## src/rtl/fpc_pkg.sv

```systemverilog
// Constants and types for the host-side flash command and protection controller.
// Assumes a 125 MHz reference clock; all pin timings are derived from it here.
package fpc_pkg;

  localparam int CLK_NS = 8;

  // Pin timing in nanoseconds; least times round up to whole cycles.
  localparam int WE_LOW_NS = 35;
  localparam int READ_ACC_NS = 90;
  localparam int RESET_PULSE_MIN_NS = 500;
  localparam int RESET_RELEASE_WAIT_NS = 200;
  localparam int PROT_PULSE_NS = 100000;
  localparam int EXT_PROT_TYP_NS = 250000;

  localparam int WE_LOW_CYC = (WE_LOW_NS + CLK_NS - 1) / CLK_NS;
  localparam int READ_ACC_CYC = (READ_ACC_NS + CLK_NS - 1) / CLK_NS;
  localparam int RESET_PULSE_MIN_CYC = (RESET_PULSE_MIN_NS + CLK_NS - 1) / CLK_NS;
  localparam int RESET_RELEASE_WAIT_CYC = (RESET_RELEASE_WAIT_NS + CLK_NS - 1) / CLK_NS;
  localparam int PROT_PULSE_CYC = (PROT_PULSE_NS + CLK_NS - 1) / CLK_NS;
  localparam int EXT_PROT_CYC = (EXT_PROT_TYP_NS + CLK_NS - 1) / CLK_NS;

  localparam int TMR_W = 16;
  localparam int ADDR_W = 22;
  localparam int DATA_W = 16;
  localparam int GROUP_W = 10;
  localparam int EXT_RETRY_MAX = 25;

  // Low address bits 11..0 for protect, verify and status reads: A1 high, A6/A3/A2/A0 low.
  localparam logic [11:0] PROT_LOW_ADDR = 12'h002;

  localparam logic [7:0] CMD_AUTOSEL = 8'h90;
  localparam logic [7:0] CMD_READ_RESET = 8'hF0;
  localparam logic [15:0] CMD_EXT_PROT = 16'h0060;
  localparam logic [15:0] CMD_EXT_VERIFY = 16'h0040;

  typedef enum logic [2:0] {
    FPC_OP_WRITE = 3'h0,
    FPC_OP_READ = 3'h1,
    FPC_OP_PROTECT = 3'h2,
    FPC_OP_VERIFY = 3'h3,
    FPC_OP_STATUS = 3'h4,
    FPC_OP_EXTPROT = 3'h5,
    FPC_OP_RESET = 3'h6
  } fpc_op_t;

  typedef enum logic [6:0] {
    S_IDLE = 7'h01,
    S_SETUP = 7'h02,
    S_STROBE = 7'h04,
    S_RECOV = 7'h08,
    S_EXTWAIT = 7'h10,
    S_RST = 7'h20,
    S_RWAIT = 7'h40
  } fpc_state_t;

endpackage : fpc_pkg

```

## src/rtl/fpc_ctrl.sv

```systemverilog
// Host controller that drives an asynchronous parallel flash through its pins:
// command writes, reads, high-voltage group protection and verify, status reads,
// extended protection by command, and hardware reset pulses.
// Assumes the board turns a9_hv_o and reset_hv_o into the elevated voltage level.
`timescale 1ns/100ps
`default_nettype none
module fpc_ctrl #(
  parameter int PROT_CYC = fpc_pkg::PROT_PULSE_CYC,
  parameter int EXT_CYC = fpc_pkg::EXT_PROT_CYC,
  parameter int RETRY_MAX = fpc_pkg::EXT_RETRY_MAX
) (
  input wire logic ref_clk_i,                         // 125 MHz clock.
  input wire logic nrst_i,                            // Asynchronous reset, active low.
  input wire logic req_i,                             // Request, taken when idle_o.
  input wire fpc_pkg::fpc_op_t op_i,                  // Operation.
  input wire logic [fpc_pkg::ADDR_W-1:0] addr_i,      // Address for write and read.
  input wire logic [fpc_pkg::DATA_W-1:0] wdata_i,     // Write data.
  input wire logic [fpc_pkg::GROUP_W-1:0] group_i,    // Sector group address.
  input wire logic temp_unprotect_i,                  // Hold reset pin elevated.
  input wire logic boot_lock_i,                       // Lock outer boot sectors.
  output logic idle_o,                                // Ready for a request.
  output logic done_o,                                // One-cycle completion pulse.
  output logic fail_o,                                // Last request refused or failed.
  output logic [fpc_pkg::DATA_W-1:0] rdata_o,         // Last read data.
  output logic flash_ready_o,                         // Qualified done indicator.
  output logic ce_n_o,                                // Chip select, active low.
  output logic we_n_o,                                // Write strobe, active low.
  output logic oe_n_o,                                // Output gate, active low.
  output logic [fpc_pkg::ADDR_W-1:0] addr_o,          // Address pins.
  output logic [fpc_pkg::DATA_W-1:0] dq_o,            // Data pins out.
  output logic dq_oe_o,                               // Data pins driven.
  input wire logic [fpc_pkg::DATA_W-1:0] dq_i,        // Data pins in.
  output logic a9_hv_o,                               // Elevated level on line nine.
  output logic rst_n_o,                               // Reset pin, active low.
  output logic reset_hv_o,                            // Elevated level on reset pin.
  output logic write_protect_accel_pin_o,             // Boot protect pin, low locks.
  input wire logic done_indicator_i                   // Device done indicator.
);
  import fpc_pkg::*;

  fpc_state_t state_ff;
  logic [ADDR_W-1:0] addr_ff;
  logic [DATA_W-1:0] dq_ff, rdata_ff;
  logic ce_n_ff, we_n_ff, oe_n_ff, dq_oe_ff, hv_ff, wr_ff, rst_n_ff, rst_hv_ff;
  logic done_ff, fail_ff, ext_ff, wp_ff, id_active_ff, tmr_load_ff, tmr_exp;
  logic [2:0] id_bank_ff;
  logic [1:0] ext_step_ff;
  logic [7:0] retry_ff;
  logic [TMR_W-1:0] tmr_val_ff;

  // Next-cycle descriptor.
  logic go, fin, nwr, nhv, id_clash;
  logic [1:0] nxt_step;
  logic [ADDR_W-1:0] naddr, grp_addr;
  logic [DATA_W-1:0] ndata;

  fpc_timer #(.W(TMR_W)) u_timer (
    .ref_clk_i(ref_clk_i),
    .nrst_i(nrst_i),
    .load_i(tmr_load_ff),
    .value_i(tmr_val_ff),
    .expired_o(tmr_exp)
  );

  assign grp_addr = {group_i, PROT_LOW_ADDR};
  assign id_clash = (wdata_i[7:0] == CMD_AUTOSEL) && id_active_ff &&
                    (addr_i[21:19] != id_bank_ff);

  always_comb begin
    go = 1'b0;
    fin = 1'b0;
    nwr = 1'b0;
    nhv = 1'b0;
    naddr = addr_i;
    ndata = wdata_i;
    nxt_step = ext_step_ff;
    if (state_ff == S_IDLE && req_i) begin
      unique case (op_i)
        FPC_OP_WRITE: begin
          go = !id_clash;
          nwr = 1'b1;
        end
        FPC_OP_READ: go = 1'b1;
        FPC_OP_PROTECT: begin
          go = 1'b1;
          nwr = 1'b1;
          nhv = 1'b1;
          naddr = grp_addr;
        end
        FPC_OP_VERIFY: begin
          go = 1'b1;
          nhv = 1'b1;
          naddr = grp_addr;
        end
        FPC_OP_STATUS: begin
          go = 1'b1;
          naddr = grp_addr;
        end
        FPC_OP_EXTPROT: begin
          go = 1'b1;
          nwr = 1'b1;
          ndata = CMD_EXT_PROT;
          naddr = grp_addr;
          nxt_step = 2'd0;
        end
        FPC_OP_RESET: go = 1'b0;
        default: go = 1'b0;
      endcase
    end else if (state_ff == S_EXTWAIT && tmr_exp) begin
      go = 1'b1;
      nwr = 1'b1;
      ndata = CMD_EXT_VERIFY;
      naddr = addr_ff;
      nxt_step = 2'd2;
    end else if (state_ff == S_RECOV) begin
      naddr = addr_ff;
      if (!ext_ff) begin
        fin = 1'b1;
      end else begin
        unique case (ext_step_ff)
          2'd0: begin
            go = 1'b1;
            nwr = 1'b1;
            ndata = CMD_EXT_PROT;
            nxt_step = 2'd1;
          end
          2'd1: fin = 1'b0;
          2'd2: begin
            go = 1'b1;
            nxt_step = 2'd3;
          end
          2'd3: begin
            // A zero on bit 0 means the group did not take; protect again unless RETRY_MAX retries are used up.
            go = !rdata_ff[0] && (retry_ff < 8'(RETRY_MAX));
            fin = !go;
            nwr = 1'b1;
            ndata = CMD_EXT_PROT;
            nxt_step = 2'd1;
          end
        endcase
      end
    end
  end

  // Bus sequencer: every cycle opens with select low, then one strobe; a protect pulse drops both write strobe and output gate.
  always_ff @(posedge ref_clk_i or negedge nrst_i) begin
    if (!nrst_i) begin
      state_ff <= S_IDLE;
      addr_ff <= '0;
      dq_ff <= '0;
      ce_n_ff <= 1'b1;
      we_n_ff <= 1'b1;
      oe_n_ff <= 1'b1;
      dq_oe_ff <= 1'b0;
      hv_ff <= 1'b0;
      wr_ff <= 1'b0;
      rst_n_ff <= 1'b1;
      done_ff <= 1'b0;
      fail_ff <= 1'b0;
      ext_ff <= 1'b0;
      ext_step_ff <= 2'd0;
      retry_ff <= 8'h00;
      tmr_load_ff <= 1'b0;
      tmr_val_ff <= '0;
    end else begin
      done_ff <= 1'b0;
      tmr_load_ff <= 1'b0;
      if (go) begin
        state_ff <= S_SETUP;
        addr_ff <= naddr;
        dq_ff <= ndata;
        wr_ff <= nwr;
        hv_ff <= nhv;
        ce_n_ff <= 1'b0;
        we_n_ff <= 1'b1;
        oe_n_ff <= 1'b1;
        dq_oe_ff <= nwr;
        ext_step_ff <= nxt_step;
        if (state_ff == S_RECOV && ext_step_ff == 2'd3) begin
          retry_ff <= retry_ff + 8'h01;
        end
      end
      unique case (state_ff)
        S_IDLE: begin
          if (req_i) begin
            fail_ff <= 1'b0;
            ext_ff <= (op_i == FPC_OP_EXTPROT);
            retry_ff <= 8'h00;
            if (op_i == FPC_OP_RESET) begin
              state_ff <= S_RST;
              rst_n_ff <= 1'b0;
              tmr_load_ff <= 1'b1;
              tmr_val_ff <= TMR_W'(RESET_PULSE_MIN_CYC);
            end else if (!go) begin
              done_ff <= 1'b1;
              fail_ff <= 1'b1;
            end
          end
        end
        S_SETUP: begin
          state_ff <= S_STROBE;
          we_n_ff <= !wr_ff;
          oe_n_ff <= wr_ff && !hv_ff;
          tmr_load_ff <= 1'b1;
          if (wr_ff && hv_ff) begin
            tmr_val_ff <= TMR_W'(PROT_CYC);
          end else if (wr_ff) begin
            tmr_val_ff <= TMR_W'(WE_LOW_CYC);
          end else begin
            tmr_val_ff <= TMR_W'(READ_ACC_CYC);
          end
        end
        S_STROBE: begin
          if (tmr_exp) begin
            state_ff <= S_RECOV;
            we_n_ff <= 1'b1;
            oe_n_ff <= 1'b1;
          end
        end
        S_RECOV: begin
          if (!go) begin
            ce_n_ff <= 1'b1;
            dq_oe_ff <= 1'b0;
            hv_ff <= 1'b0;
            if (fin) begin
              state_ff <= S_IDLE;
              done_ff <= 1'b1;
              ext_ff <= 1'b0;
              fail_ff <= ext_ff && !rdata_ff[0];
            end else begin
              state_ff <= S_EXTWAIT;
              tmr_load_ff <= 1'b1;
              tmr_val_ff <= TMR_W'(EXT_CYC);
            end
          end
        end
        S_EXTWAIT: state_ff <= go ? S_SETUP : S_EXTWAIT;
        S_RST: begin
          if (tmr_exp) begin
            state_ff <= S_RWAIT;
            rst_n_ff <= 1'b1;
            tmr_load_ff <= 1'b1;
            tmr_val_ff <= TMR_W'(RESET_RELEASE_WAIT_CYC);
          end
        end
        S_RWAIT: begin
          if (tmr_exp) begin
            state_ff <= S_IDLE;
            done_ff <= 1'b1;
          end
        end
      endcase
    end
  end

  always_ff @(posedge ref_clk_i or negedge nrst_i) begin
    if (!nrst_i) begin
      rdata_ff <= '0;
    end else if (state_ff == S_STROBE && tmr_exp && !wr_ff) begin
      rdata_ff <= dq_i;
    end
  end

  // Identification mode tracking; a second bank is refused until read mode is restored.
  always_ff @(posedge ref_clk_i or negedge nrst_i) begin
    if (!nrst_i) begin
      id_active_ff <= 1'b0;
      id_bank_ff <= 3'h0;
    end else if (state_ff == S_IDLE && req_i && op_i == FPC_OP_RESET) begin
      id_active_ff <= 1'b0;
    end else if (state_ff == S_IDLE && go && op_i == FPC_OP_WRITE) begin
      if (wdata_i[7:0] == CMD_AUTOSEL) begin
        id_active_ff <= 1'b1;
        id_bank_ff <= addr_i[21:19];
      end else if (wdata_i[7:0] == CMD_READ_RESET) begin
        id_active_ff <= 1'b0;
      end
    end
  end

  // The reset pin stays elevated across the whole extended sequence.
  always_ff @(posedge ref_clk_i or negedge nrst_i) begin
    if (!nrst_i) begin
      rst_hv_ff <= 1'b0;
      wp_ff <= 1'b1;
    end else begin
      rst_hv_ff <= temp_unprotect_i ||
                   (state_ff == S_IDLE && req_i && op_i == FPC_OP_EXTPROT) ||
                   (ext_ff && !fin);
      wp_ff <= !boot_lock_i;
    end
  end

  assign idle_o = (state_ff == S_IDLE);
  assign done_o = done_ff;
  assign fail_o = fail_ff;
  assign rdata_o = rdata_ff;
  assign flash_ready_o = done_indicator_i && rst_n_ff;
  assign ce_n_o = ce_n_ff;
  assign we_n_o = we_n_ff;
  assign oe_n_o = oe_n_ff;
  assign addr_o = addr_ff;
  assign dq_o = dq_ff;
  assign dq_oe_o = dq_oe_ff && rst_n_ff;
  assign a9_hv_o = hv_ff;
  assign rst_n_o = rst_n_ff;
  assign reset_hv_o = rst_hv_ff;
  assign write_protect_accel_pin_o = wp_ff;

  // Helper counters for pulse-length checks.
  logic [TMR_W-1:0] we_low_cnt_ff, rst_low_cnt_ff;
  always_ff @(posedge ref_clk_i or negedge nrst_i) begin
    if (!nrst_i) begin
      we_low_cnt_ff <= '0;
      rst_low_cnt_ff <= '0;
    end else begin
      we_low_cnt_ff <= we_n_ff ? '0 : we_low_cnt_ff + 1'b1;
      rst_low_cnt_ff <= rst_n_ff ? '0 : rst_low_cnt_ff + 1'b1;
    end
  end
endmodule : fpc_ctrl
`default_nettype wire

```

## src/rtl/fpc_timer.sv

```systemverilog
// Down-counting cycle timer used to stretch strobe and reset pulses.
// Assumes the loader pulses load_i for one cycle and waits for expired_o.
`timescale 1ns/100ps
`default_nettype none
module fpc_timer #(
  parameter int W = 16
) (
  input wire logic ref_clk_i,      // System clock.
  input wire logic nrst_i,         // Asynchronous reset, active low.
  input wire logic load_i,         // Start pulse.
  input wire logic [W-1:0] value_i, // Cycles to count.
  output logic expired_o           // High once the count has run out.
);
  logic [W-1:0] cnt_ff;

  always_ff @(posedge ref_clk_i or negedge nrst_i) begin
    if (!nrst_i) begin
      cnt_ff <= {W{1'b0}};
    end else if (load_i) begin
      cnt_ff <= value_i;
    end else if (cnt_ff != {W{1'b0}}) begin
      cnt_ff <= cnt_ff - 1'b1;
    end
  end

  // A load in flight hides the stale zero so no strobe ends early.
  assign expired_o = (cnt_ff == {W{1'b0}}) && !load_i;
endmodule : fpc_timer
`default_nettype wire

```

## config.mk

```make
export PLATFORM = sky130hd
export DESIGN_NAME = fpc_ctrl
export DESIGN_NICKNAME = d
export VERILOG_FILES = /design/src/rtl/fpc_pkg.sv /design/src/rtl/fpc_ctrl.sv /design/src/rtl/fpc_timer.sv
export SDC_FILE = /design/constraint.sdc
export NUM_CORES = 1
export LEC_CHECK = 0
export BUFFER_PORTS_ARGS = -buffer_cell sky130_fd_sc_hd__buf_2
export CORE_MARGIN = 8
export CORE_UTILIZATION = 25
export CTS_CLUSTER_DIAMETER = 50
export CTS_CLUSTER_SIZE = 25
export DETAILED_ROUTE_END_ITERATION = 10
export RECOVER_POWER = 25
export SYNTH_ARGS = -nofsm -noshare
export SYNTH_HDL_FRONTEND = slang
export SYNTH_SLANG_ARGS = --single-unit
```

## constraint.sdc

```tcl
create_clock -name ref_clk_i -period 7.75 [get_ports ref_clk_i]
set_input_delay 0.3875 -clock ref_clk_i [delete_from_list [all_inputs] [get_ports ref_clk_i]]
set_output_delay 0.3875 -clock ref_clk_i [all_outputs]
set_load 0.02 [all_outputs]
```

==> results of run 1 <==
-- synth_stat cells (2+ instances only) --
master    count  share of area [%]
o21ai_1       3               0.27
o211ai_1      6               0.81
nand4_1       8               0.90
nor2b_1       3               0.34
nor4_1        9                1.0
nand2_1     100                6.7
ha_1          7                1.6
nand2b_1      4               0.45
or4_4         2               0.40
a32oi_1       3               0.47
mux2i_1      11                2.0
dfstp_2       6                2.8
o31ai_1      10                1.3
mux2_2       19                3.8
a211oi_1      4               0.54
nor2_1       43                2.9
nand3_1      19                1.7
o21ai_0      42                3.8
xnor2_1      11                1.7
and3_1        5               0.56
a31oi_1       4               0.45
o22ai_1       3               0.34
nor3b_1       2               0.27
or4_1         3               0.40
inv_1        16                1.1
nor3_1       10               0.90
mux2_1        4               0.81
and2_1        6               0.67
or3_1         3               0.34
xor2_1       18                2.8
a21o_1        6               0.81
a21oi_1      11               0.99
clkbuf_1     19                1.3
buf_2         6               0.54
dfrtp_1     107                 48
-- power groups by stage --
stage / combinational, mW / clock, mW / sequential [mW]
after CTS: 0.374 / 0.783 / 0.776
after global routing: 0.416 / 0.804 / 0.791
after floorplan: 0.268 / 0 / 0.769
after global placement: 0.372 / 0 / 0.781
final: 0.370 / 0.762 / 0.775
after detailed placement: 0.373 / 0 / 0.784
-- critical path, stage by stage, from the launching register on --
cell	delay (ns)
dfrtp_1	0.43
nor4_1	0.43
nand4_1	0.59
nor3_2	0.64
nand2_1	0.26
nor2_4	0.45
mux2_2	0.39
-- routing by layer --
metal  share of wire [%]  up-vias  track usage [%]
met2                  45      162             17.9
met5                   0        -                0
met4                 1.7        0             4.38
met3                 9.3       19             5.16
met1                  44     2180             14.2
li1                    -     2238                -
-- logic make-up after synthesis --
logic type               share of synthesized area [%]
AND/OR/NAND/NOR                                   20.2
adder cells (fa/ha/maj)                           1.57
flip-flops                                        50.9
buffers and inverters                             3.23
XOR/XNOR                                          4.56
AO/OA/AOI/OAI                                     13.0
multiplexers                                      6.62
-- through the flow --
stage,utilization [%],hold slack [ns],total power [mW],instances
4_1_cts,32.4,0.0291,1.93,988
6_report,32.3,0.0683,1.91,989
3_3_place_gp,29.8,0.446,1.15,956
5_1_grt,32.3,0.0582,2.01,988
2_1_floorplan,-,0.0919,1.04,563
3_5_place_dp,29.8,0.455,1.16,956
-- cells in the final DEF, fill, tap and decap left out, types with 4 or more instances in the layout --
cell type / instances
a211oi_1: 4
a21o_1: 6
a21oi_1: 11
a31oi_1: 4
and2_1: 6
and3_1: 5
buf_2: 115
clkbuf_1: 23
clkbuf_16: 17
clkinv_4: 4
dfrtp_1: 107
dfstp_2: 6
ha_1: 7
inv_1: 16
inv_6: 5
mux2_1: 4
mux2_2: 19
mux2i_1: 11
nand2_1: 100
nand2b_1: 4
nand3_1: 19
nand4_1: 8
nor2_1: 43
nor3_1: 10
nor4_1: 9
o211ai_1: 6
o21ai_0: 42
o31ai_1: 10
xnor2_1: 11
xor2_1: 18
-- path summary, 6_finish.rpt --
| check | startpoint | endpoint | slack [ns] | cells after the start |
|---|---|---|---|---|
| setup / recovery | u_timer.cnt_ff[2] | rdata_o[6] | 4.44 | 6 |
| hold / removal | boot_lock_i | write_protect_accel_pin_o | 0.07 | 2 |
| setup reg to reg | u_timer.cnt_ff[2] | rdata_o[6] | 4.44 | 6 |
| hold reg to reg | dq_o[10] | dq_o[10] | 0.47 | 2 |
| max in group asynchronous | nrst_i | rdata_o[2] | 4.82 | 2 |
| min in group asynchronous | nrst_i | retry_ff[0] | 0.91 | 1 |
-- registers in the layout (all words and copies together) (netlist names), 2 cells and up --
| name | cells |
|---|---|
| addr_o | 22 |
| dq_o | 16 |
| ext_step_ff | 2 |
| id_bank_ff | 3 |
| rdata_o | 16 |
| retry_ff | 8 |
| state_ff | 7 |
| tmr_val_ff | 9 |
| u_timer.cnt_ff | 16 |
-- cell type report --
type	count	share of cell area (%)
sequential	113	40.1
multi-input combinational	407	36.3
timing repair buffer	140	9.58
clock buffer	17	6.02
tap	280	4.96
clock inverter	15	2.11
inverter	16	0.850
antenna	1	0.0354
==> out/qor.csv, run 1 <==
stage;metric;value;unit
sta;TNS Setup;0;ns
floorplanning;IO Pins;139;
floorplanning;overall die area;0.0273;mm2
route;Total Routed Length;15.3;mm
pwr;combinational share of power;19.4;%
final_layout;Multi-input gate area;0.00256;mm2
pwr;P per Cell Area;270;mW/mm2
grt;initial antenna violation count;0;
yosys;Cell Area, Synth;0.00557;mm2
pwr;Leakage;3.42;nW
yosys;flops & latches, synth;113;
floorplanning;cell row count;54;
clocking;CTS tree;built;
sta;period utilization;42.7;%
yosys;Avg Synthesized Cell Area;9.90;um2
place;GP Congestion;0.865;
sta;setup ws final;4.44;ns
floorplanning;Die Y;165;um
grt;first-pass GRT wire length;24.9;mm
clocking;setup bufs post-CTS;0;
grt;vias in the first global route;4673;
pwr;proportion of power drawn by the clock network;39.9;%
sta;worst slew pin tran;2.92;ns
worst_setup_path;Startpoint Class;register;
clocking;number of hold-repair buffers added at the cts stage;0;
sta;Max Slew Vio Count;52;
worst_setup_path;Setup crit end kind;register;
floorplanning;die width;165;um
grt;grt ovf;0;
clocking;CTS Buf Count;17;
final_layout;layout cells sized above 1;26.7;%
sta;clock skew;0.0150;ns
pwr;internal cell power;1.30;mW
sta;Final Hold Fails;0;
final_layout;design area;0.00706;mm2
pwr;P_sw;0.611;mW
place;port bufs;138;
final_layout;Area Growth Syn to Fin;26.7;%
route;DR WL/cell;15.5;um
route;Detailed Routing Iterations Pass 1;4;
final_layout;Filler cells;2312;
clocking;CTS clk-pin slew, worst paths;0.06;ns
final_layout;register area;0.00284;mm2
yosys;syn_nets;643;
clocking;Longest Clk Path Bufs;2;
place;worst slack at placement;4.48;ns
floorplanning;initial core utilization;25.5;%
floorplanning;Core ar.;0.0219;mm2
route;Final ANT Viol Nets;0;
yosys;Syn. warnings;0;
clocking;clock sink count;113;
worst_setup_path;crit-path max FO;16;
route;DRC errors left;0;
place;Cell Area, Placed;0.00652;mm2
place;DP HPWL;11.3;mm
yosys;sequential area share after synthesis;50.9;%
yosys;synth unique cells;65;
status;failing checks;max-capacitance violations, max-slew violations;
worst_setup_path;Crit Path Category;reg -> reg;
route;first-iteration detailed-routing DRC count;272;
sta;Tmin final;3.31;ns
clocking;CTS resizes;0;
pwr;Sw Share;32.1;%
route;vias;4599;
yosys;Post-Syn Instances;563;
grt;largest net degree at the start of global routing;64;
grt;gr usage total;11.6;%
yosys;Main synth FF type;dfrtp_1;
yosys;number of synthesized flops with an enable pin;0;
pwr;Max VDD drop;0.000166;V
job;Max-Cap Viols;1;
clocking;CTS H-tree depth;4;
final_layout;Final #Nets;775;
hold_path;Worst Hold Class;in -> reg;
clocking;CTS Root Buffer Type;clkbuf_16;
sta;RSZ-0062 raised after global routing;false;
clocking;clk_lat worst skew;0.42;ns
pwr;Reg power frac;40.7;%
worst_setup_path;Arr. time, crit path;3.61;ns
status;outcome;finished with violations;
worst_setup_path;CP required;8.05;ns
sta;setup violators final;0;
sta;Fmax achieved;302;MHz
sta;Rel. slew slack;-94.6;%
yosys;Post-synth ARST share;100;%
route;vias per inst;4.65;
Power figures use the tool's default switching activity.
==> run 2, diff against run 1 <==
- clock period: 7.75 -> 3.4 ns (I/O delays scaled with it)
==> run 2 against run 1 <==
- wire length increased by 4.9%
- sequential power grew 130%
- largest power group unchanged
- via count up 3.0%
- maximum frequency increased by 17%
- the run now ends clean
- core utilization rose by 2.3 points
- sequential cell count unchanged
==> out/qor.csv, run 2 (synthesized netlist as in run 1, its figures left out) <==
stage;metric;value;unit;change
grt;largest net degree at the start of global routing;61;;was 64
route;vias;4739;;was 4599
final_layout;layout cells sized above 1;26.7;%;about the same
clocking;CTS H-tree depth;4;;unchanged
sta;Fmax achieved;354;MHz;was 302 MHz
clocking;clock sink count;113;;unchanged
route;DRC errors left;0;;unchanged
floorplanning;die width;165;um;unchanged
grt;grt ovf;0;;unchanged
worst_setup_path;Startpoint Class;register;;unchanged
pwr;Leakage;3.66;nW;was 3.42 nW
pwr;Reg power frac;39.8;%;was 40.7%
clocking;Longest Clk Path Bufs;2;;unchanged
route;Total Routed Length;16.1;mm;was 15.3 mm
grt;first-pass GRT wire length;26.6;mm;was 24.9 mm
final_layout;Area Growth Syn to Fin;35.8;%;was 26.7%
sta;period utilization;83.1;%;was 42.7%
sta;TNS Setup;0;ns;unchanged
hold_path;Worst Hold Class;in -> reg;;unchanged
worst_setup_path;Worst Reg2Reg Path Length in Cells;6;;unchanged
worst_setup_path;Worst R2R End;tmr_val_ff[5];;was rdata_o[6]
floorplanning;IO Pins;139;;unchanged
final_layout;most frequent cells in the layout;buf_2 (118), dfrtp_1 (107), nand2_1 (100), nor2_1 (43), o21ai_0 (42);;was buf_2 (115), dfrtp_1 (107), nand2_1 (100), nor2_1 (43), o21ai_0 (42)
place;DP HPWL;11.6;mm;was 11.3 mm
worst_setup_path;crit-path max FO;12;;was 16
pwr;internal cell power;3.01;mW;was 1.30 mW
route;vias per inst;4.56;;was 4.65
floorplanning;initial core utilization;25.5;%;unchanged
sta;clock skew;0.0220;ns;was 0.0150 ns
worst_setup_path;CP startpoint;state_ff[3];;was u_timer.cnt_ff[2]
final_layout;commonest non-fill, non-tap cell in the layout;buf_2;;unchanged
clocking;CTS Root Buffer Type;clkbuf_16;;unchanged
place;GP Congestion;0.881;;was 0.865
grt;gr usage total;12.3;%;was 11.6%
sta;Tmin final;2.83;ns;was 3.31 ns
final_layout;diode count;0;;was 1
worst_setup_path;Setup crit end kind;register;;unchanged
job;Max-Cap Viols;0;;was 1
worst_setup_path;worst flop-to-flop path startpoint;state_ff[3];;was u_timer.cnt_ff[2]
clocking;CTS clk-pin slew, worst paths;0.06;ns;about the same
final_layout;Final #Nets;826;;was 775
route;first-iteration detailed-routing DRC count;360;;was 272
pwr;Pwr Total;4.42;mW;was 1.91 mW
final_layout;Multi-input gate area;0.00256;mm2;unchanged
sta;setup violators final;0;;unchanged
route;Final ANT Viol Nets;0;;unchanged
pwr;proportion of power drawn by the clock network;39.5;%;was 39.9%
place;port bufs;138;;unchanged
sta;Rel. slew slack;7.59;%;was -94.6%
sta;Final Hold Fails;0;;unchanged
sta;Max Slew Vio Count;0;;was 52
clocking;CTS Buf Count;17;;unchanged
clocking;CTS tree;built;;unchanged
clocking;clk_lat worst skew;0.42;ns;about the same
sta;RSZ-0062 raised after global routing;false;;unchanged
worst_setup_path;R2R Setup Slk;0.57;ns;was 4.44 ns
floorplanning;Core ar.;0.0219;mm2;unchanged
pwr;Sw Share;31.9;%;was 32.1%
final_layout;register area;0.00284;mm2;unchanged
grt;initial antenna violation count;1;;was 0
route;DR WL/cell;15.5;um;about the same
clocking;setup bufs post-CTS;0;;unchanged
pwr;P per Cell Area;583;mW/mm2;was 270 mW/mm2
floorplanning;overall die area;0.0273;mm2;unchanged
worst_setup_path;Arr. time, crit path;3.13;ns;was 3.61 ns
floorplanning;cell row count;54;;unchanged
sta;worst slew pin tran;1.39;ns;was 2.92 ns
route;Detailed Routing Iterations Pass 1;5;;was 4
worst_setup_path;Crit Path Category;reg -> reg;;unchanged
pwr;Max VDD drop;0.000322;V;was 0.000166 V
worst_setup_path;CP required;3.70;ns;was 8.05 ns
grt;vias in the first global route;5113;;was 4673
worst_setup_path;CP endpoint;tmr_val_ff[5];;was rdata_o[6]
status;outcome;complete, no violations;;was finished with violations
pwr;P_sw;1.41;mW;was 0.611 mW
pwr;combinational share of power;20.7;%;was 19.4%
final_layout;Filler cells;2238;;was 2312
floorplanning;Die Y;165;um;unchanged
final_layout;max reg flops;22;;unchanged
final_layout;final core occ;34.6;%;was 32.3%
## run 2: changes by cell type in the layout (fill, tap and decap cells not counted)
cell and delta:
buf_12 +1, buf_2 +3, buf_4 +9, clkbuf_1 -4, clkbuf_2 +1, clkinv_4 +1
diode_2 -1, dlygate4sd3_1 +41, inv_6 -2, inv_8 +1
## run 2: final cells by class
type / instances / share of cell area, %
inverter: 16 / 0.794
timing repair buffer: 191 / 15.6
multi-input combinational: 407 / 33.9
tap: 280 / 4.63
clock buffer: 17 / 5.62
sequential: 113 / 37.5
clock inverter: 15 / 2.00
## run 2: timing repair
action / CTS / global route
gates resized for setup: 0 / 0
hold buffers: 41 / 0
hold endpoints to repair: 88 / 0
## run 2: power groups by stage
stage | logic, mW | registers, mW | clock network [mW]
2_1_floorplan | 0.610 | 1.75 | 0
5_1_grt | 1.03 | 1.79 | 1.85
4_1_cts | 0.926 | 1.76 | 1.79
6_report | 0.913 | 1.76 | 1.75
3_5_place_dp | 0.884 | 1.77 | 0
3_3_place_gp | 0.879 | 1.77 | 0
## run 2: worst min-delay path by stage
stage,startpoint,endpoint,slack [ns],depth (start not counted)
after floorplan,nrst_i,a9_hv_o,-0.13,0
after global placement,nrst_i,ext_step_ff[0],0.28,1
after detailed placement,nrst_i,rdata_o[0],0.27,1
after CTS,addr_i[2],addr_o[2],0.0002,3
after global routing,addr_i[7],addr_o[7],0.009,3
final,addr_i[19],id_bank_ff[0],0.01,2
## run 2: routing by layer
| metal | vias up | track usage, % | part of all wire, % |
|---|---|---|---|
| li1 | 2349 | - | - |
| met2 | 147 | 20.0 | 47 |
| met5 | - | 0 | 0.056 |
| met4 | 2 | 3.90 | 0.98 |
| met3 | 13 | 5.08 | 8.2 |
| met1 | 2228 | 14.5 | 43 |
## run 2: critical path, cell delays in order (launching register included)
cell,delay [ns]
dfrtp_1,0.51
or4_4,0.62
or4_4,0.57
o21ai_4,0.22
o22ai_2,0.16
a21boi_4,0.28
mux2_1,0.34
## run 2: through the flow
stage	std cells	worst slack (ns)	hold WS (ns)	instance area (um2)
detailed placement	966	0.586	0.273	6610
CTS	1039	0.588	0.000201	7590
finish	1039	0.574	0.0137	7570
floorplan	563	0.814	-0.126	5570
global placement	966	0.583	0.278	6610
global route	1039	0.317	0.00869	7570
==> run 3, diff against run 2 <==
- clock period: 3.4 -> 2.3 ns (I/O delays scaled with it)
==> run 3 against run 2 <==
- the flow now finishes with violations (negative setup slack)
- register-to-register slack got worse by 0.72 ns
- critical path depth did not move
- die area stayed put
- global-route usage rose by 0.45 points
- critical path type unchanged
- core utilization grew 4.3 points
- power up 56%
- combinational power grew 94%
- cell area is 12% higher
- via count rose by 8.2%
- first-iteration DRC count fell by 0.56%
- setup slack lost 0.72 ns
- count of clock-buffer cells in the layout is the same
==> out/qor.csv, run 3 (synthesized netlist as in run 1, its figures left out) <==
stage;metric;value;unit;change
route;vias per inst;4.56;;about the same
floorplanning;Die Y;165;um;unchanged
status;outcome;finished with violations;;was complete, no violations
grt;first-pass GRT wire length;27.4;mm;was 26.6 mm
route;DR WL/cell;15.1;um;was 15.5 um
grt;grt ovf;0;;unchanged
floorplanning;Core ar.;0.0219;mm2;unchanged
clocking;CTS H-tree depth;4;;unchanged
final_layout;max reg flops;22;;unchanged
clocking;CTS Root Buffer Type;clkbuf_16;;unchanged
grt;largest net degree at the start of global routing;45;;was 61
sta;final hold slack;0.00935;ns;was 0.0137 ns
clocking;CTS tree;built;;unchanged
place;port bufs;138;;unchanged
final_layout;commonest non-fill, non-tap cell in the layout;buf_2;;unchanged
route;Total Routed Length;16.9;mm;was 16.1 mm
worst_setup_path;Setup crit end kind;register;;unchanged
worst_setup_path;CP required;2.60;ns;was 3.70 ns
job;Max-Cap Viols;0;;unchanged
sta;Rel. slew slack;34.1;%;was 7.59%
grt;grt met1 use;15.1;%;was 14.5%
clocking;CTS clk-pin slew, worst paths;0.06;ns;about the same
floorplanning;IO Pins;139;;unchanged
pwr;Reg power frac;36.4;%;was 39.8%
sta;setup violators final;26;;was 0
sta;period utilization;106;%;was 83.1%
route;vias;5126;;was 4739
sta;RSZ-0062 raised after global routing;true;;was false
clocking;clock sink count;113;;unchanged
final_layout;Non-Filler Instances;1123;;was 1039
pwr;P per Cell Area;811;mW/mm2;was 583 mW/mm2
place;DP HPWL;11.8;mm;was 11.6 mm
sta;setup ws final;-0.144;ns;was 0.574 ns
clocking;Longest Clk Path Bufs;2;;unchanged
hold_path;Worst Hold Class;in -> reg;;unchanged
place;worst slack at placement;-0.224;ns;was 0.586 ns
clocking;clk_lat worst skew;0.42;ns;about the same
final_layout;Area Growth Syn to Fin;52.5;%;was 35.8%
grt;GR met3 Demand/Resource;3.27;%;was 5.08%
sta;Tmin final;2.44;ns;was 2.83 ns
pwr;Sw Share;30.7;%;was 31.9%
grt;busiest grt layer;met2;;unchanged
final_layout;layout cells sized above 1;37.1;%;was 26.7%
sta;Max Slew Vio Count;0;;unchanged
sta;Fmax achieved;409;MHz;was 354 MHz
grt;met2 usage;21.2;%;was 20.0%
pwr;Leakage;4.18;nW;was 3.66 nW
grt;initial antenna violation count;0;;was 1
status;failing checks;negative setup slack;;
pwr;P_sw;2.11;mW;was 1.41 mW
worst_setup_path;Crit Path Category;reg -> reg;;unchanged
route;first-iteration detailed-routing DRC count;358;;was 360
final_layout;most frequent cells in the layout;buf_2 (138), dfrtp_1 (107), nand2_1 (99), dlygate4sd3_1 (61), buf_4 (60);;was buf_2 (118), dfrtp_1 (107), nand2_1 (100), nor2_1 (43), o21ai_0 (42)
place;GP Congestion;0.832;;was 0.881
pwr;internal cell power;4.78;mW;was 3.01 mW
floorplanning;overall die area;0.0273;mm2;unchanged
route;Final ANT Viol Nets;0;;unchanged
clocking;CTS Buf Count;17;;unchanged
grt;vias in the first global route;5445;;was 5113
sta;worst slew pin tran;0.988;ns;was 1.39 ns
floorplanning;initial core utilization;25.5;%;unchanged
route;DRC errors left;0;;unchanged
grt;gr usage total;12.7;%;was 12.3%
sta;clock skew;0.0128;ns;was 0.0220 ns
pwr;Pwr Total;6.90;mW;was 4.42 mW
pwr;Max VDD drop;0.000541;V;was 0.000322 V
worst_setup_path;Startpoint Class;register;;unchanged
floorplanning;die width;165;um;unchanged
floorplanning;cell row count;54;;unchanged
worst_setup_path;crit-path max FO;4;;was 12
pwr;combinational share of power;25.7;%;was 20.7%
worst_setup_path;Arr. time, crit path;2.75;ns;was 3.13 ns
place;DP Cell Count;1020;;was 966
route;Detailed Routing Iterations Pass 1;4;;was 5
final_layout;Final #Nets;909;;was 826
sta;Final Hold Fails;0;;unchanged
pwr;proportion of power drawn by the clock network;37.9;%;was 39.5%
==> run 3: cell count changes in the layout (fill, tap and decap cells not counted), sizes merged, moves of 2 or more <==
| cell | before | now |
|---|---|---|
| clkinv | 7 | 5 |
| clkbuf | 37 | 19 |
| buf | 130 | 210 |
| dlygate4sd3 | 41 | 61 |
| clkinvlp | 1 | 4 |
| inv | 22 | 20 |
==> run 3: critical path, stage by stage (launching register included) <==
cell     delay, ns
dfstp_2       0.37
or4_4         0.53
or4_4         0.54
o21ai_4       0.17
o22a_4        0.20
and3_4        0.22
mux2_4        0.30
==> run 3: what timing repair did <==
action,4_1_cts,5_1_grt
hold buffers,61,0
gates resized for setup,5,40
endpoints found under the setup margin,36,65
hold endpoints to repair,87,0
pin swaps,5,16
buffers inserted,4,5
gates cloned,0,1
==> run 3: layer usage <==
metal | up-vias | part of all wire (%)
met3 | 27 | 5.1
met5 | - | 0
met1 | 2460 | 42
met4 | 0 | 2.1
li1 | 2520 | -
met2 | 119 | 51
==> run 3: power groups by stage <==
stage	sequential, mW	combinational [mW]	clock, mW
final	2.51	1.77	2.62
after global routing	2.55	1.96	2.80
after CTS	2.50	1.73	2.71
after detailed placement	2.53	1.61	0
after global placement	2.52	1.59	0
after floorplan	2.59	0.918	0
==> run 3: per-stage QoR <==
step | area [um2] | setup TNS (ns) | util, %
finish | 8500 | -1.18 | 38.8
global route | 8500 | -4.73 | 38.8
CTS | 8300 | -1.36 | 37.9
detailed placement | 7050 | -3.79 | 32.2
global placement | 7050 | -2.88 | 32.2
floorplan | 5600 | -3.60 | -
==> run 3: worst paths after layout <==
path                              from             to  slack (ns)  cells after the start
min reg2reg                   dq_o[15]       dq_o[15]        0.46                      2
max in group asynchronous       nrst_i     addr_o[13]        0.37                      3
min                         group_i[2]     addr_o[14]       0.009                      3
min in group asynchronous       nrst_i    rdata_o[15]        0.40                      2
max reg2reg                state_ff[0]  id_bank_ff[1]       -0.14                      6
max                        state_ff[0]  id_bank_ff[1]       -0.14                      6
==> run 3: area by class of cell <==
cell class	count	area [um2]
Antenna cell	1	2.50
Fill cell	2166	13400
Clock buffer	17	425
Sequential cell	113	2840
Inverter	16	60.1
Timing Repair Buffer	273	1910
Tap cell	280	350
Multi-Input combinational cell	408	2760
Clock inverter	15	158
